===== src/uart_pkg.sv =====
// Shared constants and types for the serial port data and status path.
package uart_pkg;
	// Register offsets, byte addresses of the peripheral bus.
	localparam logic [11:0] OFF_DATA = 12'h000;
	localparam logic [11:0] OFF_RX_STATUS = 12'h004;
	localparam logic [11:0] OFF_FLAGS = 12'h018;
	localparam logic [11:0] OFF_LP_DIV = 12'h020;
	localparam logic [11:0] OFF_BAUD_INT = 12'h024;
	localparam logic [11:0] OFF_BAUD_FRAC = 12'h028;
	localparam logic [11:0] OFF_LINE_CTRL = 12'h02C;
	localparam logic [11:0] OFF_SER_CTRL = 12'h030;
	localparam logic [11:0] OFF_LEVEL_SEL = 12'h034;
	localparam logic [11:0] OFF_IRQ_MASK = 12'h038;
	localparam logic [11:0] OFF_RAW_IRQ = 12'h03C;
	localparam logic [11:0] OFF_MASKED_IRQ = 12'h040;
	localparam logic [11:0] OFF_IRQ_CLEAR = 12'h044;
	localparam logic [11:0] OFF_DMA_CTRL = 12'h048;
	// Buffer geometry.
	localparam int unsigned TX_W = 8;
	localparam int unsigned RX_W = 12;
	localparam int unsigned FIFO_DEPTH = 32;
	localparam int unsigned PTR_W = 5;
	localparam int unsigned CNT_W = 6;
	// Line control field positions.
	localparam int unsigned LCR_BRK = 0;
	localparam int unsigned LCR_PEN = 1;
	localparam int unsigned LCR_EPS = 2;
	localparam int unsigned LCR_STP2 = 3;
	localparam int unsigned LCR_FEN = 4;
	localparam int unsigned LCR_WLEN = 5;
	localparam int unsigned LCR_SPS = 7;
	// Serial control field positions.
	localparam int unsigned CR_UARTEN = 0;
	localparam int unsigned CR_TXE = 8;
	localparam int unsigned CR_RXE = 9;
	// Receive entry status positions.
	localparam int unsigned ENT_FE = 8;
	localparam int unsigned ENT_PE = 9;
	localparam int unsigned ENT_BE = 10;
	localparam int unsigned ENT_OE = 11;
	// Reset values.
	localparam logic [15:0] SER_CTRL_RST = 16'h0300;
	localparam logic [5:0] LEVEL_SEL_RST = 6'h12;
	localparam logic [7:0] LINE_CTRL_RST = 8'h00;
	localparam logic [15:0] BAUD_INT_RST = 16'h0000;
	// Oversampling: sixteen ticks per bit, start bit checked at its middle.
	localparam logic [3:0] TICK_LAST = 4'hF;
	localparam logic [3:0] TICK_MID = 4'h7;
	// Transmit and receive sequencer states.
	typedef enum logic [2:0] {TX_IDLE, TX_START, TX_DATA, TX_PAR, TX_STOP} tx_state_t;
	typedef enum logic [2:0] {RX_IDLE, RX_START, RX_DATA, RX_PAR, RX_STOP, RX_BRK_WAIT} rx_state_t;
endpackage : uart_pkg

===== src/fifo_if.sv =====
// Carrier between the port logic and one of its character buffers.
`timescale 1ns/1ps
interface fifo_if #(parameter int unsigned W = 8) ();
	logic push;
	logic [W-1:0] wdata;
	logic pop;
	logic one_deep;
	logic [W-1:0] rdata;
	logic full;
	logic empty;
	modport owner (output push, output wdata, output pop, output one_deep, input rdata, input full, input empty);
	modport store (input push, input wdata, input pop, input one_deep, output rdata, output full, output empty);
endinterface : fifo_if


===== src/char_fifo.sv =====
// Character buffer that works as a deep FIFO or a one-word holding register.
`timescale 1ns/1ps
module char_fifo #(
	parameter int unsigned W = 8
) (
	// Clock and reset.
	input wire logic clk_sys,
	input wire logic srst,
	// Buffer side.
	fifo_if.store q
);
	import uart_pkg::*;

	logic [W-1:0] mem_r [FIFO_DEPTH];
	logic [PTR_W-1:0] wp_r;
	logic [PTR_W-1:0] rp_r;
	logic [CNT_W-1:0] cnt_r;
	logic do_push;
	logic do_pop;

	// Full limit follows the mode; a push into a full buffer is dropped.
	assign q.full = q.one_deep ? (cnt_r != '0) : (cnt_r == CNT_W'(FIFO_DEPTH));
	assign q.empty = (cnt_r == '0);
	assign q.rdata = mem_r[rp_r];
	assign do_push = q.push && !q.full;
	assign do_pop = q.pop && !q.empty;

	// Storage write.
	always_ff @(posedge clk_sys) begin
		if (do_push) begin
			mem_r[wp_r] <= q.wdata;
		end
	end

	// Pointers and fill count.
	always_ff @(posedge clk_sys) begin
		if (srst) begin
			wp_r <= '0;
			rp_r <= '0;
			cnt_r <= '0;
		end else begin
			if (do_push) begin
				wp_r <= wp_r + 1'b1;
			end
			if (do_pop) begin
				rp_r <= rp_r + 1'b1;
			end
			if (do_push && !do_pop) begin
				cnt_r <= cnt_r + 1'b1;
			end else if (do_pop && !do_push) begin
				cnt_r <= cnt_r - 1'b1;
			end
		end
	end
endmodule : char_fifo


===== src/uart_data_status_path.sv =====
// Serial port data path, receive status and flag registers on a peripheral bus slave.
`timescale 1ns/1ps

// Overview of operation
// - Data write queues byte or holds it
// - Frame: start, data, optional parity, stops
// - Received byte plus four status bits stored
// - Without buffering, one holding word receives
// - Data read: byte, framing, parity, break, overrun
// - Overrun marks arrival into a full buffer
// - Break: input low through a whole frame
// - Break stores one zero character, then waits
// - Parity mismatch and low stop bit flagged
// - Error bits travel with their own character; overrun with the next one
// - Any status write clears all error bits
// - Status bits: overrun, break, parity, framing
// - Status latches on data read; overrun immediate
// - Overrun leaves buffer intact, drops new character
// - Disable finishes the character in progress
// - Flags after reset: both empty set, rest clear
// - Empty and full flags follow selected mode
// - Busy from queued data until stop sent
// - Ring flag is inverted ring input
// - Buffer enable bit selects FIFO mode
// - Transmit buffer: 32 entries, 8 bits
// - Receive buffer: 32 entries, 12 bits
// - Even parity select chooses odd or even
module uart_data_status_path (
	// Clock and reset.
	input wire logic clk_sys,
	input wire logic srst,
	// Peripheral bus slave.
	input wire logic psel,
	input wire logic penable,
	input wire logic pwrite,
	input wire logic [11:0] paddr,
	input wire logic [31:0] pwdata,
	output logic [31:0] prdata,
	output logic pready,
	output logic pslverr,
	// Serial line and modem input.
	input wire logic rx_line,
	output logic tx_line,
	input wire logic phone_call_line_n
);
	import uart_pkg::*;

	// Parity bit for a character under the current line settings.
	function automatic logic parity_bit(input logic [7:0] d, input logic [1:0] wlen, input logic even_parity_sel,
		input logic stick_parity_sel);
		logic [7:0] mask;
		logic p;
		mask = 8'hFF >> (2'd3 - wlen);
		p = ^(d & mask);
		if (stick_parity_sel) begin
			parity_bit = ~even_parity_sel;
		end else begin
			parity_bit = even_parity_sel ? p : ~p;
		end
	endfunction : parity_bit

	fifo_if #(.W(TX_W)) txq ();
	fifo_if #(.W(RX_W)) rxq ();

	logic [31:0] prdata_r;
	logic pready_r;
	logic pslverr_r;
	logic tx_line_r;
	logic [7:0] line_ctrl_r;
	logic [15:0] ser_ctrl_r;
	logic [15:0] baud_int_r;
	logic [5:0] baud_frac_r;
	logic [7:0] lp_div_r;
	logic [5:0] level_sel_r;
	logic [10:0] irq_mask_r;
	logic [2:0] dma_ctrl_r;
	logic [3:0] rx_status_r;
	logic [15:0] baud_cnt_r;
	logic baud_tick_r;
	logic [2:0] rx_sync_r;
	logic [2:0] ri_sync_r;
	logic rx_lvl_r;
	logic ri_lvl_r;
	tx_state_t tx_state_r;
	logic [3:0] tx_tick_r;
	logic [2:0] tx_bit_r;
	logic tx_stop2_r;
	logic [7:0] tx_sh_r;
	logic tx_pop_r;
	rx_state_t rx_state_r;
	logic [3:0] rx_tick_r;
	logic [2:0] rx_bit_r;
	logic [7:0] rx_sh_r;
	logic rx_pe_r;
	logic rx_all_low_r;
	logic rx_push_r;
	logic [RX_W-1:0] rx_wdata_r;
	logic rx_ovr_evt_r;
	logic ovr_pending_r;
	logic setup;
	logic access;
	logic wr_data;
	logic rd_data;
	logic wr_status;
	logic fifo_enable_bit;
	logic [2:0] last_bit;
	logic port_on;
	logic busy;
	logic [15:0] flags;

	assign prdata = prdata_r;
	assign pready = pready_r;
	assign pslverr = pslverr_r;
	assign tx_line = tx_line_r;

	// Bus phases: setup captures the answer, access completes it one cycle later.
	assign setup = psel && !penable;
	assign access = psel && penable && pready_r;
	assign wr_data = access && pwrite && (paddr == OFF_DATA);
	assign rd_data = access && !pwrite && (paddr == OFF_DATA);
	assign wr_status = access && pwrite && (paddr == OFF_RX_STATUS);

	// Mode and frame shape taken from the line control register.
	assign fifo_enable_bit = line_ctrl_r[LCR_FEN];
	assign last_bit = {1'b1, line_ctrl_r[LCR_WLEN +: 2]};
	assign port_on = ser_ctrl_r[CR_UARTEN];
	assign busy = !txq.empty || (tx_state_r != TX_IDLE);

	// Buffer connections; one-deep holding registers when buffering is off.
	assign txq.one_deep = !fifo_enable_bit;
	assign rxq.one_deep = !fifo_enable_bit;
	assign txq.push = wr_data;
	assign txq.wdata = pwdata[7:0];
	assign txq.pop = tx_pop_r;
	assign rxq.push = rx_push_r;
	assign rxq.wdata = rx_wdata_r;
	assign rxq.pop = rd_data;

	// Flag word: ring, tx empty, rx full, tx full, rx empty, busy.
	assign flags = {7'h00, ri_lvl_r, txq.empty, rxq.full, txq.full, rxq.empty, busy, 3'h0};

	char_fifo #(.W(TX_W)) u_tx_fifo (
		.clk_sys(clk_sys),
		.srst(srst),
		.q(txq.store)
	);

	char_fifo #(.W(RX_W)) u_rx_fifo (
		.clk_sys(clk_sys),
		.srst(srst),
		.q(rxq.store)
	);

	// Bus answer: read data, ready and error are captured in the setup cycle.
	always_ff @(posedge clk_sys) begin
		if (srst) begin
			prdata_r <= 32'h00000000;
			pready_r <= 1'b0;
			pslverr_r <= 1'b0;
		end else if (setup) begin
			pready_r <= 1'b1;
			pslverr_r <= 1'b0;
			prdata_r <= 32'h00000000;
			unique case (paddr)
				OFF_DATA: prdata_r <= {20'h00000, rxq.rdata};
				OFF_RX_STATUS: prdata_r <= {28'h0000000, rx_status_r};
				OFF_FLAGS: prdata_r <= {16'h0000, flags};
				OFF_LP_DIV: prdata_r <= {24'h000000, lp_div_r};
				OFF_BAUD_INT: prdata_r <= {16'h0000, baud_int_r};
				OFF_BAUD_FRAC: prdata_r <= {26'h0, baud_frac_r};
				OFF_LINE_CTRL: prdata_r <= {24'h000000, line_ctrl_r};
				OFF_SER_CTRL: prdata_r <= {16'h0000, ser_ctrl_r};
				OFF_LEVEL_SEL: prdata_r <= {26'h0, level_sel_r};
				OFF_IRQ_MASK: prdata_r <= {21'h0, irq_mask_r};
				OFF_RAW_IRQ, OFF_MASKED_IRQ, OFF_IRQ_CLEAR: prdata_r <= 32'h00000000;
				OFF_DMA_CTRL: prdata_r <= {29'h0, dma_ctrl_r};
				default: pslverr_r <= 1'b1;
			endcase
		end else begin
			pready_r <= 1'b0;
			pslverr_r <= 1'b0;
		end
	end

	// Control and configuration registers written by software.
	always_ff @(posedge clk_sys) begin
		if (srst) begin
			line_ctrl_r <= LINE_CTRL_RST;
			ser_ctrl_r <= SER_CTRL_RST;
			baud_int_r <= BAUD_INT_RST;
			baud_frac_r <= 6'h00;
			lp_div_r <= 8'h00;
			level_sel_r <= LEVEL_SEL_RST;
			irq_mask_r <= 11'h000;
			dma_ctrl_r <= 3'h0;
		end else if (access && pwrite) begin
			unique case (paddr)
				OFF_LINE_CTRL: line_ctrl_r <= pwdata[7:0];
				OFF_SER_CTRL: ser_ctrl_r <= pwdata[15:0];
				OFF_BAUD_INT: baud_int_r <= pwdata[15:0];
				OFF_BAUD_FRAC: baud_frac_r <= pwdata[5:0];
				OFF_LP_DIV: lp_div_r <= pwdata[7:0];
				OFF_LEVEL_SEL: level_sel_r <= pwdata[5:0];
				OFF_IRQ_MASK: irq_mask_r <= pwdata[10:0];
				OFF_DMA_CTRL: dma_ctrl_r <= pwdata[2:0];
				default: ;
			endcase
		end
	end

	// Receive status: character errors latch on a data read, overrun at once.
	always_ff @(posedge clk_sys) begin
		if (srst) begin
			rx_status_r <= 4'h0;
		end else begin
			if (wr_status) begin
				rx_status_r <= 4'h0;
			end
			if (rd_data && !rxq.empty) begin
				rx_status_r[2:0] <= {rxq.rdata[ENT_BE], rxq.rdata[ENT_PE], rxq.rdata[ENT_FE]};
			end
			if (rx_ovr_evt_r) begin
				rx_status_r[3] <= 1'b1;
			end
		end
	end

	// Sixteen-times baud enable from the integer divisor; zero stops it.
	always_ff @(posedge clk_sys) begin
		if (srst) begin
			baud_cnt_r <= 16'h0000;
			baud_tick_r <= 1'b0;
		end else if (baud_int_r == 16'h0000) begin
			baud_cnt_r <= 16'h0000;
			baud_tick_r <= 1'b0;
		end else if (baud_cnt_r >= baud_int_r - 16'h0001) begin
			baud_cnt_r <= 16'h0000;
			baud_tick_r <= 1'b1;
		end else begin
			baud_cnt_r <= baud_cnt_r + 16'h0001;
			baud_tick_r <= 1'b0;
		end
	end

	// Pin synchronisers; a level counts once the second and third stages agree.
	always_ff @(posedge clk_sys) begin
		if (srst) begin
			rx_sync_r <= 3'h7;
			ri_sync_r <= 3'h7;
			rx_lvl_r <= 1'b1;
			ri_lvl_r <= 1'b0;
		end else begin
			rx_sync_r <= {rx_sync_r[1:0], rx_line};
			ri_sync_r <= {ri_sync_r[1:0], phone_call_line_n};
			if (rx_sync_r[1] == rx_sync_r[2]) begin
				rx_lvl_r <= rx_sync_r[2];
			end
			if (ri_sync_r[1] == ri_sync_r[2]) begin
				ri_lvl_r <= ~ri_sync_r[2];
			end
		end
	end

	// Transmit sequencer; enable is only looked at between characters.
	always_ff @(posedge clk_sys) begin
		if (srst) begin
			tx_state_r <= TX_IDLE;
			tx_tick_r <= 4'h0;
			tx_bit_r <= 3'h0;
			tx_stop2_r <= 1'b0;
			tx_sh_r <= 8'h00;
			tx_pop_r <= 1'b0;
			tx_line_r <= 1'b1;
		end else begin
			tx_pop_r <= 1'b0;
			unique case (tx_state_r)
				TX_IDLE: begin
					tx_line_r <= !line_ctrl_r[LCR_BRK];
					if (baud_tick_r && port_on && ser_ctrl_r[CR_TXE] && !txq.empty && !tx_pop_r) begin
						tx_sh_r <= txq.rdata;
						tx_pop_r <= 1'b1;
						tx_tick_r <= 4'h0;
						tx_line_r <= 1'b0;
						tx_state_r <= TX_START;
					end
				end
				TX_START, TX_DATA, TX_PAR, TX_STOP: begin
					if (baud_tick_r) begin
						tx_tick_r <= tx_tick_r + 4'h1;
						if (tx_tick_r == TICK_LAST) begin
							unique case (tx_state_r)
								TX_START: begin
									tx_bit_r <= 3'h0;
									tx_line_r <= tx_sh_r[0];
									tx_state_r <= TX_DATA;
								end
								TX_DATA: begin
									tx_bit_r <= tx_bit_r + 3'h1;
									tx_line_r <= tx_sh_r[3'(tx_bit_r + 3'h1)];
									if (tx_bit_r == last_bit) begin
										tx_stop2_r <= line_ctrl_r[LCR_STP2];
										if (line_ctrl_r[LCR_PEN]) begin
											tx_line_r <= parity_bit(tx_sh_r, line_ctrl_r[LCR_WLEN +: 2],
												line_ctrl_r[LCR_EPS], line_ctrl_r[LCR_SPS]);
											tx_state_r <= TX_PAR;
										end else begin
											tx_line_r <= 1'b1;
											tx_state_r <= TX_STOP;
										end
									end
								end
								TX_PAR: begin
									tx_line_r <= 1'b1;
									tx_state_r <= TX_STOP;
								end
								default: begin
									if (tx_stop2_r) begin
										tx_stop2_r <= 1'b0;
									end else begin
										tx_state_r <= TX_IDLE;
									end
								end
							endcase
						end
					end
				end
			endcase
		end
	end

	// Receive sequencer with parity, framing, break and overrun detection.
	always_ff @(posedge clk_sys) begin
		if (srst) begin
			rx_state_r <= RX_IDLE;
			rx_tick_r <= 4'h0;
			rx_bit_r <= 3'h0;
			rx_sh_r <= 8'h00;
			rx_pe_r <= 1'b0;
			rx_all_low_r <= 1'b0;
			rx_push_r <= 1'b0;
			rx_wdata_r <= 12'h000;
			rx_ovr_evt_r <= 1'b0;
			ovr_pending_r <= 1'b0;
		end else begin
			rx_push_r <= 1'b0;
			rx_ovr_evt_r <= 1'b0;
			if (baud_tick_r) begin
				rx_tick_r <= rx_tick_r + 4'h1;
				unique case (rx_state_r)
					RX_IDLE: begin
						rx_tick_r <= 4'h0;
						if (port_on && ser_ctrl_r[CR_RXE] && !rx_lvl_r) begin
							rx_state_r <= RX_START;
						end
					end
					RX_START: begin
						if (rx_tick_r == TICK_MID) begin
							rx_tick_r <= 4'h0;
							rx_bit_r <= 3'h0;
							rx_sh_r <= 8'h00;
							rx_pe_r <= 1'b0;
							rx_all_low_r <= 1'b1;
							rx_state_r <= rx_lvl_r ? RX_IDLE : RX_DATA;
						end
					end
					RX_DATA: begin
						if (rx_tick_r == TICK_LAST) begin
							rx_sh_r[rx_bit_r] <= rx_lvl_r;
							rx_all_low_r <= rx_all_low_r && !rx_lvl_r;
							rx_bit_r <= rx_bit_r + 3'h1;
							if (rx_bit_r == last_bit) begin
								rx_state_r <= line_ctrl_r[LCR_PEN] ? RX_PAR : RX_STOP;
							end
						end
					end
					RX_PAR: begin
						if (rx_tick_r == TICK_LAST) begin
							rx_pe_r <= rx_lvl_r != parity_bit(rx_sh_r, line_ctrl_r[LCR_WLEN +: 2],
								line_ctrl_r[LCR_EPS], line_ctrl_r[LCR_SPS]);
							rx_all_low_r <= rx_all_low_r && !rx_lvl_r;
							rx_state_r <= RX_STOP;
						end
					end
					RX_STOP: begin
						if (rx_tick_r == TICK_LAST) begin
							// Low through start, data, parity and stop is a break.
							if (rxq.full) begin
								rx_ovr_evt_r <= 1'b1;
								ovr_pending_r <= 1'b1;
							end else begin
								rx_push_r <= 1'b1;
								ovr_pending_r <= 1'b0;
								rx_wdata_r <= {ovr_pending_r, rx_all_low_r && !rx_lvl_r,
									rx_pe_r && !(rx_all_low_r && !rx_lvl_r), !rx_lvl_r,
									(rx_all_low_r && !rx_lvl_r) ? 8'h00 : rx_sh_r};
							end
							// A low stop bit must rise again first, so it is not taken for a new start.
							rx_state_r <= !rx_lvl_r ? RX_BRK_WAIT : RX_IDLE;
						end
					end
					RX_BRK_WAIT: begin
						rx_tick_r <= 4'h0;
						if (rx_lvl_r) begin
							rx_state_r <= RX_IDLE;
						end
					end
					default: rx_state_r <= RX_IDLE;
				endcase
			end
		end
	end
endmodule : uart_data_status_path


===== config.mk =====
export PLATFORM = sky130hd
export DESIGN_NAME = uart_data_status_path
export DESIGN_NICKNAME = d
export VERILOG_FILES = /design/src/uart_pkg.sv /design/src/fifo_if.sv /design/src/char_fifo.sv /design/src/uart_data_status_path.sv
export SDC_FILE = /design/constraint.sdc
export NUM_CORES = 1
export LEC_CHECK = 0
export BUFFER_PORTS_ARGS = -buffer_cell sky130_fd_sc_hd__clkbuf_2
export CAP_MARGIN = 15
export CORE_ASPECT_RATIO = 1.5
export CORE_MARGIN = 4
export CORE_UTILIZATION = 55
export CTS_CLUSTER_SIZE = 12
export DETAILED_ROUTE_END_ITERATION = 6
export PLACE_DENSITY = 0.8
export SYNTH_ARGS = -nofsm -noshare
export SYNTH_HDL_FRONTEND = slang
export SYNTH_SLANG_ARGS = --single-unit

===== constraint.sdc =====
create_clock -name clk_sys -period 13.15 [get_ports clk_sys]
set_clock_uncertainty 0.15 [all_clocks]
set_input_delay 2.63 -clock clk_sys [delete_from_list [all_inputs] [get_ports clk_sys]]
set_output_delay 2.63 -clock clk_sys [all_outputs]
set_load 0.05 [all_outputs]

* Yosys cells after proc, flatten, opt, wreduce, memory -nomap -nowiden
Memory sizes are Yosys's and may differ from the RTL's. A register that Yosys moved wholly into a read port is not among the register bits.
Cells that the tools add are included.
** Word-level totals
- Output and inout port bits :: 35
- Memories :: 2
- Bits in registers :: 217
- RAM bits :: 640
- Word-level logic and storage cells :: 293
** Operators by class
- Shifts and indexed selects :: 1
- $lt $le $gt $ge :: 4
- Reductions and logical operators :: 89
- Equal/unequal tests :: 47
- Bitwise logic cells :: 13
- Multiplexer cells :: 81
- Add/sub/neg operators :: 15
** Memory list
- u_rx_fifo.mem_r :: depth 32, width 12, read ports 1, clocked after Yosys merged registers in 1, write ports 1, RTL line char_fifo.sv:14 : logic [W-1:0] mem_r [FIFO_DEPTH];
- u_tx_fifo.mem_r :: depth 32, width 8, read ports 1, clocked after Yosys merged registers in 1, write ports 1, RTL line char_fifo.sv:14
** Operators with widths (number)
- 16-bit case mux with 11 select lines :: 1
- 12-bit by 6-bit equality test with 1-bit output, second input constant :: 8
- 3-bit two-way mux :: 17
- 12-bit by 7-bit equality test with 1-bit output, second input constant :: 3
- 1-bit two-way mux :: 33
- 1-bit logical AND :: 25
- 6-bit two-way mux :: 4
- 8-bit two-way mux :: 3
- 2-bit != test, second input constant :: 11
- 5-bit by 1-bit adder with 5-bit output, second input constant :: 4
- 2-bit AND reduction :: 10
- 4-bit AND reduction :: 5
- 3-bit case mux with 2 select lines :: 3
- 3-bit case mux with 6 select lines :: 1
- 16-bit by 1-bit adder with 16-bit output, second input constant :: 1
- 8-bit bitwise AND :: 2
- 16-bit >= comparator :: 1
- 16-bit logical NOT :: 1
- 4-bit two-way mux :: 4
- 4-bit case mux with 2 select lines :: 2
- 8-bit case mux with 2 select lines :: 1
- 2-bit nonzero test :: 8
- 8-bit parity :: 2
- 16-bit by 1-bit subtractor with 16-bit output, second input constant :: 1
- other kinds (46) :: 99

* Logic depth before layout (Yosys ltp)
Gate-level depths: netlist (run 1).
- Depth in word-level cells :: 14
- Depth in mapped cells :: 15
- Depth with buffers taken out :: 13

* Modules after synthesis
Synthesis (run 1) repeated with hierarchy kept, for this count alone.
** Second synthesis, totals
- Cells, all modules :: 2604
- Area total of the unflattened synthesis :: 36105.9 µm²
** Modules (own cells, without submodules)
- char_fifo at u_rx_fifo :: area each 15959.1 µm², instances 1, cells each 861
- char_fifo at u_tx_fifo :: area each 11120.7 µm², instances 1, cells each 635
- uart_data_status_path :: area each 9026.2 µm², instances 1, cells each 1108

* Worst setup path after synthesis (run 1)
No wires, ideal clock.
- Path kind :: input port to flip-flop
- Start :: input paddr[7]
- End :: register u_rx_fifo.cnt_r[5]
- Path slack :: 7.046 ns
- Cell stages on the path :: 15
- Arrival time :: 5.826 ns
- Path buffers :: 2
- Data required time :: 12.872 ns
- Cell sequence :: or3_1 -> clkbuf_1 -> or3_1 -> clkbuf_1 -> nor4_2 -> inv_1 -> ha_1 -> inv_1 -> ha_1 -> a21o_1 -> a21o_1 -> a211o_1 -> o211ai_1 -> xnor2_1 -> nor2_1
** On the way
- Longest elaborated chain between the ends :: 6
- Elaborated cells between the ends (all ways) :: 8
- Classes of those cells :: mux: 1; reduce/logical: 7
** Ends and longest elaborated chain
- start, declared :: RTL line uart_data_status_path.sv:36 : input wire logic [11:0] paddr,
- 12-bit logical NOT * :: RTL line uart_data_status_path.sv:120 : assign rd_data = access && !pwrite && (paddr == OFF_DATA);
- 1-bit logical AND * :: RTL line uart_data_status_path.sv:120
- 1-bit logical AND * :: RTL line char_fifo.sv:26 : assign do_pop = q.pop && !q.empty;
- 1-bit logical NOT :: RTL line char_fifo.sv:48 : if (do_push && !do_pop) begin
- 1-bit logical AND :: RTL line char_fifo.sv:48
- 6-bit two-way mux or 2-bit nonzero test (tied branches)
- end signal, assigned :: RTL line char_fifo.sv:49 : cnt_r <= cnt_r + 1'b1;
- end signal, assigned :: RTL line char_fifo.sv:51 : cnt_r <= cnt_r - 1'b1;
- end, declared :: RTL line char_fifo.sv:17 : logic [CNT_W-1:0] cnt_r;
Mark *: on every way between the ends. The rest lies on a longest branch, timed or not.
A chain may end at the register's enable or synchronous reset.

* Final worst setup path (run 1)
Ends and elaborated chain as after synthesis.

==> flow_metrics.env, run 1 <==
export IMPL_cp_end_kind="register"
export IMPL_synth_avg_cell_area_um2=14.9
export IMPL_required_ps=13480
export IMPL_worstHoldPathType="reg2reg"
export IMPL_layout_common_cells="640 x edfxtp_1, 212 x nor2_1, 208 x dfxtp_1"
export IMPL_drc_errors=0
export IMPL_grt_pass1_vias=21400
export IMPL_yosysSeqAreaShare=0.662
export IMPL_nNetsFinal=2543
export IMPL_synth_top_area_share=0.542
export IMPL_crit_arrival_ps=6530
export IMPL_core_area_um2=63600
export IMPL_synth_cells=2384
export IMPL_htree_levels=3
export IMPL_status="finished clean"
export IMPL_clk_path_buf_depth=3
export IMPL_hold_buffers=0
export IMPL_relSlewSlack=0.180
export IMPL_critPathMaxFanout=7
export IMPL_fin_setup_tns_ps=0
export IMPL_leakage_nw=12.5
export IMPL_synth_compound_area_frac=0.0550
export IMPL_fp_row_count=113
export IMPL_numCtsBuffers=83
export IMPL_overflow=0
export IMPL_crit_slowest_cell="nor4_2"
export IMPL_avgRoutedWirePerCell_um=26.4
export IMPL_die_area_um2=68700
export IMPL_ys_ff_latch=854
export IMPL_io_buffers=53
export IMPL_hold_violations=0
export IMPL_via_count=21600
export IMPL_wirelength_um=86900
export IMPL_postLayoutCoreUtil=0.618
export IMPL_synth_top_family_by_area="multiplexers"
export IMPL_yosysTopAreaCell="edfxtp_1"
export IMPL_ys_flop_type="edfxtp_1"
export IMPL_slowest_delay_ps=690
export IMPL_slew_violations=0
export IMPL_setup_viol=0
export IMPL_min_period_over_period=0.472
export IMPL_ir_drop_mv=0.112
export IMPL_grt_pass1_wl_um=128000
export IMPL_die_y_um=319
export IMPL_crit_chain="clkbuf_2, or3_1, or3_1, nor4_2, inv_1, ha_1, inv_1, ha_1, a21o_1, a21o_1, a211o_1, o211ai_1, xnor2_1, nor2_1"
export IMPL_placed_cells_incl_taps=3145
export IMPL_maxCapViolCount=0
export IMPL_criticalPathCategory="in2reg"
export IMPL_antenna_cells=0
export IMPL_antenna_left=0
export IMPL_dpl_hpwl_um=51800
export IMPL_stdcell_count=3297
export IMPL_cts_tree="yes"
export IMPL_grt_start_max_net_pins=98
export IMPL_register_area_um2=23500
export IMPL_synth_xor_area_frac=0.0190
export IMPL_initial_core_util=0.558
export IMPL_postLayoutCellArea_um2=39300
export IMPL_cts_sinks=854
export IMPL_synth_cell_types=77
export IMPL_worstMarginPinSlew_ps=1220
export IMPL_drt_initial_drc_count=3076
export IMPL_power_density_nw_per_um2=130
export IMPL_synth_mux_area_frac=0.132
export IMPL_place_area_um2=36500
export IMPL_cts_root_buffer="clkbuf_16"
export IMPL_drt_first_pass_iters=6
export IMPL_vias_per_cell=6.55
export IMPL_multiInputGateArea_um2=11300
export IMPL_yosys_area_share_simple=0.0940
export IMPL_cts_reportedPaths_clkPinSlew_ps=60
export IMPL_fmax_mhz=161
export IMPL_startpoint_type="input port"
export IMPL_syn_area_um2=35500
export IMPL_synthAdderAreaFrac=0.0159
export IMPL_insertion_delay_ps=650
export IMPL_drive_gt1_frac=0.179
export IMPL_ios=86
export IMPL_rsz0062_at_grt="no"
export IMPL_syn2layout_area_growth_pct=10.7
export IMPL_antenna_found_initial=0
export IMPL_path_buf_inv=3
export IMPL_final_common_cell="edfxtp_1"
export IMPL_fill_cells=4345
export IMPL_post_route_min_period_ps=6200
export IMPL_cts_resized=0
export IMPL_synth_area_top_cells="edfxtp_1 54%, dfxtp_1 12%, mux4_2 12%"
export IMPL_yosysWarnings=0
export IMPL_die_x_um=215
export IMPL_grt_usage=0.240
export IMPL_synth_edf_count=640
export IMPL_synth_async_sr_flop_share=0
export IMPL_post_cts_buffers=0
export IMPL_routabilityCongestion=0.886
export IMPL_cp_top_family="simple AND/OR/NAND/NOR gates"
## flip-flops by register name, summed over array words and instances (netlist names), 5 cells and up, named ones only
name             count
irq_mask_r          11
baud_cnt_r          16
level_sel_r          6
baud_int_r          16
u_rx_fifo.mem_r    384
rx_sh_r              8
u_tx_fifo.rp_r       5
tx_sh_r              8
prdata              16
u_tx_fifo.wp_r       5
u_rx_fifo.cnt_r      6
line_ctrl_r          8
u_rx_fifo.wp_r       5
u_tx_fifo.cnt_r      6
u_tx_fifo.mem_r    256
lp_div_r             8
baud_frac_r          6
u_rx_fifo.rp_r       5
rx_wdata_r          12
ser_ctrl_r          16
## synthesized netlist by cell type (all sizes together), types with 24 or more instances
library cell	count
xnor2	45
o21ai	25
nor2	212
edfxtp	640
mux2i	36
ha	42
nor3	32
mux4	189
xor2	32
inv	30
clkbuf	111
dfxtp	214
nand2	184
buf	41
nor2b	24
a21oi	140
a22oi	25
nand3	94
## stage by stage
| step | hold WS, ps | setup slack (ps) | total power [W] |
|---|---|---|---|
| after global placement | 254 | 6430 | 0.00299 |
| after CTS | 263 | 7030 | 0.00512 |
| after detailed placement | 248 | 6370 | 0.00300 |
| after floorplan | 239 | 7050 | 0.00297 |
| after global routing | 281 | 6790 | 0.00526 |
| final | 261 | 6950 | 0.00511 |
## cell type report
class                           count  share of cell area
Clock buffer                      119              0.0582
Inverter                           30             0.00287
Sequential cell                   854               0.598
Tap cell                          805              0.0256
Multi-Input combinational cell   1363               0.288
Timing Repair Buffer              116              0.0248
Clock inverter                     10             0.00245
## final timing paths
kind	start	slack, ps	cells after the start	endpoint
worst min-delay path	ri_sync_r[0]$_SDFF_PP1_	260	1	ri_sync_r[1]$_SDFF_PP1_
worst max register to register	u_tx_fifo.cnt_r[0]$_SDFFE_PP0P_	8870	12	u_tx_fifo.cnt_r[5]$_SDFFE_PP0P_
worst max-delay path	paddr[7]	6950	14	u_rx_fifo.cnt_r[5]$_SDFFE_PP0P_
worst min register to register	ri_sync_r[0]$_SDFF_PP1_	260	1	ri_sync_r[1]$_SDFF_PP1_
## where the power goes
group	switching, W	internal, W
clock network	0.000966	0.00120
registers	0.000000923	0.00287
logic	0.0000557	0.0000103
total	0.00102	0.00408
## per-layer routing
layer	track usage	routed length, µm
met1	0.291	30300
met2	0.426	45700
met3	0.0357	6270
met4	0.109	4630
met5	0	0
## cells by family after synthesis
family          count (synthesis)
simple gates                  693
fa+ha+maj                      44
buf+inv                       182
xor+xnor                       77
other cells                     1
flops                         854
compound gates                301
mux                           232
Power figures use the tool's default switching activity.
==> run 2: changes to the inputs <==
==> constraint.sdc (replaced) <==
create_clock -name clk_sys -period 6.4 [get_ports clk_sys]
set_clock_uncertainty 0.15 [all_clocks]
set_input_delay 1.28 -clock clk_sys [delete_from_list [all_inputs] [get_ports clk_sys]]
set_output_delay 1.28 -clock clk_sys [all_outputs]
set_load 0.05 [all_outputs]
==> run 2 against run 1 <==
Compared with the run above: utilization fell by 0.19 points; sequential share of layout area increased by 0.19 points; final area is 0.31% lower; clock power grew 100%; via count fell by 1.5%; worst hold slack got worse by 7.7 ps; final cell count barely moved; flip-flop and latch count stayed put; die area is the same; wire length fell by 2.7%; non-clock buffer count down 1; highest routed layer is now met5.
==> flow_metrics.env, run 2 (synthesized netlist as in run 1, its figures left out) <==
export IMPL_placed_cells_incl_taps=3150
export IMPL_critPathMaxFanout=7
export IMPL_crit_chain="clkbuf_2, or3_1, or3_1, nor4_2, inv_1, ha_1, inv_1, ha_1, a21o_1, a21o_1, a211o_1, o211ai_1, xnor2_1, nor2_1"
export IMPL_power_density_nw_per_um2=267
export IMPL_rsz0062_at_grt="no"
export IMPL_status="finished clean"
export IMPL_nNetsFinal=2541
export IMPL_layout_common_cells="640 x edfxtp_1, 211 x nor2_1, 207 x dfxtp_1"
export IMPL_cts_tree="yes"
export IMPL_dpl_hpwl_um=52100
export IMPL_post_route_min_period_ps=4710
export IMPL_worstHoldPathType="reg2reg"
export IMPL_initial_core_util=0.558
export IMPL_avgRoutedWirePerCell_um=25.7
export IMPL_drive_gt1_frac=0.177
export IMPL_die_area_um2=68700
export IMPL_required_ps=6750
export IMPL_die_x_um=215
export IMPL_fp_row_count=113
export IMPL_cts_resized=0
export IMPL_cts_root_buffer="clkbuf_16"
export IMPL_slowest_delay_ps=630
export IMPL_fill_cells=4416
export IMPL_drt_first_pass_iters=6
export IMPL_fmax_mhz=213
export IMPL_worstHoldStart="rx_sync_r[0]$_SDFF_PP1_"
export IMPL_cts_reportedPaths_clkPinSlew_ps=60
export IMPL_reg_top3="u_rx_fifo.mem_r x384, u_tx_fifo.mem_r x256"
export IMPL_ir_drop_mv=0.172
export IMPL_grt_pass1_vias=21600
export IMPL_antenna_left=0
export IMPL_fin_setup_tns_ps=0
export IMPL_worstMarginPinSlew_ps=1180
export IMPL_routabilityCongestion=0.890
export IMPL_post_cts_buffers=0
export IMPL_io_buffers=53
export IMPL_syn2layout_area_growth_pct=10.4
export IMPL_antenna_cells=0
export IMPL_cts_sinks=854
export IMPL_crit_reg2reg_launch="u_rx_fifo.cnt_r[0]$_SDFFE_PP0P_"
export IMPL_core_area_um2=63600
export IMPL_hold_violations=0
export IMPL_maxCapViolCount=0
export IMPL_setup_viol=0
export IMPL_clk_path_buf_depth=3
export IMPL_numCtsBuffers=82
export IMPL_grt_usage=0.246
export IMPL_wirelength_um=84600
export IMPL_criticalPathCategory="in2reg"
export IMPL_grt_pass1_wl_um=130000
export IMPL_vias_per_cell=6.45
export IMPL_htree_levels=3
export IMPL_crit_arrival_ps=5050
export IMPL_leakage_nw=12.4
export IMPL_whs_ps=254
export IMPL_via_count=21300
export IMPL_stdcell_count=3295
export IMPL_startpoint="paddr[7]"
export IMPL_crit_slowest_cell="nor4_2"
export IMPL_slew_violations=0
export IMPL_grt_start_max_net_pins=78
export IMPL_cp_end_kind="register"
export IMPL_largest_reg_flops=384
export IMPL_min_period_over_period=0.735
export IMPL_die_y_um=319
export IMPL_drc_errors=0
export IMPL_relSlewSlack=0.210
export IMPL_drt_initial_drc_count=2654
export IMPL_startpoint_type="input port"
export IMPL_antenna_found_initial=1
export IMPL_regMostFlops="u_rx_fifo.mem_r"
export IMPL_hold_buffers=0
export IMPL_insertion_delay_ps=660
export IMPL_ios=86
export IMPL_final_common_cell="edfxtp_1"
export IMPL_overflow=0
[run 2: layout make-up]
type	count	area (µm²)	area share
flip-flops and latches	854	23500	0.600
clock buffers	120	2230	0.0570
multi-input cells	1363	11300	0.288
repair buffers	115	875	0.0223
well taps	805	1010	0.0257
inverters	30	113	0.00288
clock inverters	8	126	0.00323
[run 2: final timing paths]
path	endpoint	slack (ps)	cells after the start
max reg2reg	u_rx_fifo.cnt_r[5]$_SDFFE_PP0P_	2490	13
max	u_rx_fifo.cnt_r[5]$_SDFFE_PP0P_	1690	14
min	rx_sync_r[1]$_SDFF_PP1_	250	1
min reg2reg	rx_sync_r[1]$_SDFF_PP1_	250	1
[run 2: critical path: cells and delay by family]
kind / cells / cell delay, ps
and+or+nand+nor: 4 / 1670
AOI/OAI and AO/OA: 4 / 810
xor gates and xnor gates: 1 / 140
buffers and inverters: 3 / 550
adders and majority gates: 2 / 590
[run 2: power breakdown]
part | total (W) | switching [W] | internal, W
clock network | 0.00443 | 0.00201 | 0.00242
registers | 0.00590 | 0.00000179 | 0.00590
logic | 0.000136 | 0.000114 | 0.0000217
[run 2: routing by layer]
layer	up-vias	wire length [µm]	GRT usage
li1	9248	-	-
met1	10700	30900	0.304
met2	1092	43600	0.426
met3	227	5440	0.0352
met4	2	4560	0.122
met5	-	11	0
[run 2: through the flow]
step / cell area (µm²) / utilization / worst slack (ps) / total power [W]
after floorplan: 35500 / - / 1650 / 0.00610
after global placement: 36500 / 0.574 / 1200 / 0.00615
after detailed placement: 36600 / 0.575 / 1080 / 0.00616
after CTS: 38900 / 0.612 / 1740 / 0.0105
after global routing: 39200 / 0.616 / 1470 / 0.0108
final: 39200 / 0.616 / 1690 / 0.0105
==> run 3: changes to the inputs <==
--- a/config.mk
+++ b/config.mk
@@ -5,6 +5,7 @@
 export SDC_FILE = /design/constraint.sdc
 export NUM_CORES = 1
 export LEC_CHECK = 0
+export ABC_AREA = 1
 export BUFFER_PORTS_ARGS = -buffer_cell sky130_fd_sc_hd__clkbuf_2
 export CAP_MARGIN = 15
 export CORE_ASPECT_RATIO = 1.5
==> constraint.sdc (replaced) <==
create_clock -name clk_sys -period 4.54 [get_ports clk_sys]
set_clock_uncertainty 0.15 [all_clocks]
set_input_delay 0.908 -clock clk_sys [delete_from_list [all_inputs] [get_ports clk_sys]]
set_output_delay 0.908 -clock clk_sys [all_outputs]
set_load 0.05 [all_outputs]
==> run 3 against run 2 <==
Compared with the run above: final area grew 1.3%; global-route usage increased by 0.92 points; synthesized cell count is 42% higher; worst setup slack got worse by 800 ps; non-clock buffer count increased by 13; via count increased by 21%; die area increased by 1.5%; largest power group unchanged.
==> flow_metrics.env, run 3 <==
export IMPL_fin_setup_tns_ps=0
export IMPL_regMostFlops="u_rx_fifo.mem_r"
export IMPL_hold_depth=1
export IMPL_grt_usage=0.255
export IMPL_worstHoldStart="rx_sync_r[0]$_SDFF_PP1_"
export IMPL_clk_path_buf_depth=3
export IMPL_register_area_um2=23500
export IMPL_io_buffers=53
export IMPL_numCtsBuffers=83
export IMPL_relSlewSlack=0.150
export IMPL_ff2ff_path_depth=13
export IMPL_setup_viol=0
export IMPL_htree_levels=3
export IMPL_drt_first_pass_iters=6
export IMPL_synth_edf_count=640
export IMPL_syn2layout_area_growth_pct=10.1
export IMPL_layout_common_cells="640 x edfxtp_1, 530 x nor2_1, 480 x o21ai_0"
export IMPL_cp_end_kind="register"
export IMPL_final_common_cell="edfxtp_1"
export IMPL_crit_arrival_ps=4040
export IMPL_nNetsFinal=3517
export IMPL_yosysTopAreaCell="edfxtp_1"
export IMPL_critPathMaxFanout=16
export IMPL_ys_flop_type="edfxtp_1"
export IMPL_post_route_min_period_ps=3640
export IMPL_synth_avg_cell_area_um2=10.6
export IMPL_fmax_mhz=274
export IMPL_largest_reg_flops=384
export IMPL_synthTopCellsByCount="640 x edfxtp_1, 530 x nor2_1, 480 x o21ai_0, 369 x nand2_1, 214 x dfxtp_1"
export IMPL_grt_pass1_wl_um=138000
export IMPL_min_period_over_period=0.803
export IMPL_drc_errors=0
export IMPL_reg_top3="u_rx_fifo.mem_r x384, u_tx_fifo.mem_r x256"
export IMPL_fp_row_count=114
export IMPL_cts_root_buffer="clkbuf_16"
export IMPL_status="finished clean"
export IMPL_whs_ps=261
export IMPL_maxCapViolCount=0
export IMPL_synth_async_sr_flop_share=0
export IMPL_die_area_um2=69800
export IMPL_cts_resized=0
export IMPL_antenna_found_initial=2
export IMPL_yosysSeqAreaShare=0.652
export IMPL_cts_sinks=854
export IMPL_r2r_end="baud_cnt_r[2]$_SDFF_PP0_"
export IMPL_holdPathEnd="rx_sync_r[1]$_SDFF_PP1_"
export IMPL_grt_start_max_net_pins=119
export IMPL_die_x_um=217
export IMPL_grt_pass1_vias=24800
export IMPL_startpoint_type="register"
export IMPL_rrSetupSlack_ps=900
export IMPL_worstMarginPinSlew_ps=1270
export IMPL_avgRoutedWirePerCell_um=20.9
export IMPL_worstHoldPathType="reg2reg"
export IMPL_syn_area_um2=36000
export IMPL_leakage_nw=13.0
export IMPL_criticalPathCategory="reg2reg"
export IMPL_drive_gt1_frac=0.0865
export IMPL_rsz0062_at_grt="no"
export IMPL_wirelength_um=91300
export IMPL_ys_ff_latch=854
export IMPL_multiInputGateArea_um2=10800
export IMPL_ios=86
export IMPL_post_cts_buffers=0
export IMPL_slew_violations=0
export IMPL_hold_buffers=0
export IMPL_insertion_delay_ps=640
export IMPL_synth_area_top_cells="edfxtp_1 53%, dfxtp_1 12%, o21ai_0 6.7%"
export IMPL_crit_reg2reg_launch="baud_int_r[2]$_SDFFE_PP0P_"
export IMPL_synth_cells=3385
export IMPL_core_area_um2=64800
export IMPL_routabilityCongestion=0.959
export IMPL_synth_cell_types=55
export IMPL_synth_most_common_cell="edfxtp_1"
export IMPL_ir_drop_mv=0.413
export IMPL_synth_top_area_share=0.533
export IMPL_initial_core_util=0.556
export IMPL_drt_initial_drc_count=3082
export IMPL_overflow=0
export IMPL_cts_tree="yes"
export IMPL_fill_cells=5095
export IMPL_antenna_left=0
export IMPL_required_ps=4940
export IMPL_die_y_um=321
export IMPL_power_density_nw_per_um2=385
export IMPL_via_count=25800
export IMPL_cts_reportedPaths_clkPinSlew_ps=70
export IMPL_hold_violations=0
export IMPL_vias_per_cell=5.92
export IMPL_dpl_hpwl_um=58400
export IMPL_yosysWarnings=0
## run 3: layout make-up
type | instances | area share
sequential | 854 | 0.593
multi-input combinational | 2132 | 0.273
clock buffer | 148 | 0.0621
tap | 870 | 0.0274
timing repair buffer | 128 | 0.0220
inverter | 223 | 0.0213
clock inverter | 6 | 0.00173
antenna | 1 | 0.0000631
## run 3: how the worst max path moves through the flow
stage	startpoint	endpoint	slack, ps	depth (start not counted)
floorplan	paddr[5]	u_tx_fifo.cnt_r[5]$_SDFFE_PP0P_	960	20
global placement	paddr[1]	u_rx_fifo.cnt_r[5]$_SDFFE_PP0P_	350	21
detailed placement	paddr[1]	u_tx_fifo.cnt_r[5]$_SDFFE_PP0P_	340	21
CTS	baud_int_r[2]$_SDFFE_PP0P_	baud_cnt_r[2]$_SDFF_PP0_	850	13
global route	baud_int_r[2]$_SDFFE_PP0P_	baud_cnt_r[2]$_SDFF_PP0_	380	13
finish	baud_int_r[2]$_SDFFE_PP0P_	baud_cnt_r[2]$_SDFF_PP0_	900	13
## run 3: critical path, cell delays in order, from the launching register on
cell,delay [ps]
dfxtp_1,320
inv_1,110
nand3_1,130
nor3_1,340
nand3_1,190
nor3_1,360
nand4_1,160
xor2_1,180
ha_1,310
nand4_1,110
inv_1,50
a221oi_1,350
nand4_2,450
nor3b_1,330
## run 3: report_power, final
group	leakage (nW)	total, W	internal [W]	switching, W
sequential	7.01	0.00836	0.00834	0.0000198
clock	1.22	0.00647	0.00367	0.00281
combinational	4.80	0.000440	0.000106	0.000334
total	13.0	0.0153	0.0121	0.00316
## run 3: kinds of logic (layout without fill, tap and decap cells)
group                      count (synthesis)  after routing  share of synthesized area
and+or+nand+nor                         1146           1146                      0.136
AOI/OAI and AO/OA                        893            893                      0.139
DFF                                      854            854                      0.652
buffers and inverters                    414            505                     0.0489
adders and majority gates                 44             44                     0.0157
xor gates and xnor gates                  33             33                    0.00802
other                                      1             17                   0.000104
## run 3: per-layer routing
layer,wire (µm),share of wire,GRT usage,vias up
met3,6650,0.073,0.0440,324
met2,45900,0.50,0.448,1121
met1,32200,0.35,0.288,12300
li1,-,-,-,12100
met4,6600,0.072,0.158,4
met5,31,0.00034,0,-
## run 3: through the flow
stage,worst slack (ps),instances,util,total power (W),area [µm²]
2_1_floorplan,958,3400,-,0.00882,36100
6_report,896,4362,0.613,0.0153,39700
3_3_place_gp,351,4205,0.573,0.00895,37100
4_1_cts,852,4359,0.612,0.0153,39700
3_5_place_dp,339,4205,0.573,0.00896,37100
5_1_grt,378,4361,0.613,0.0157,39700
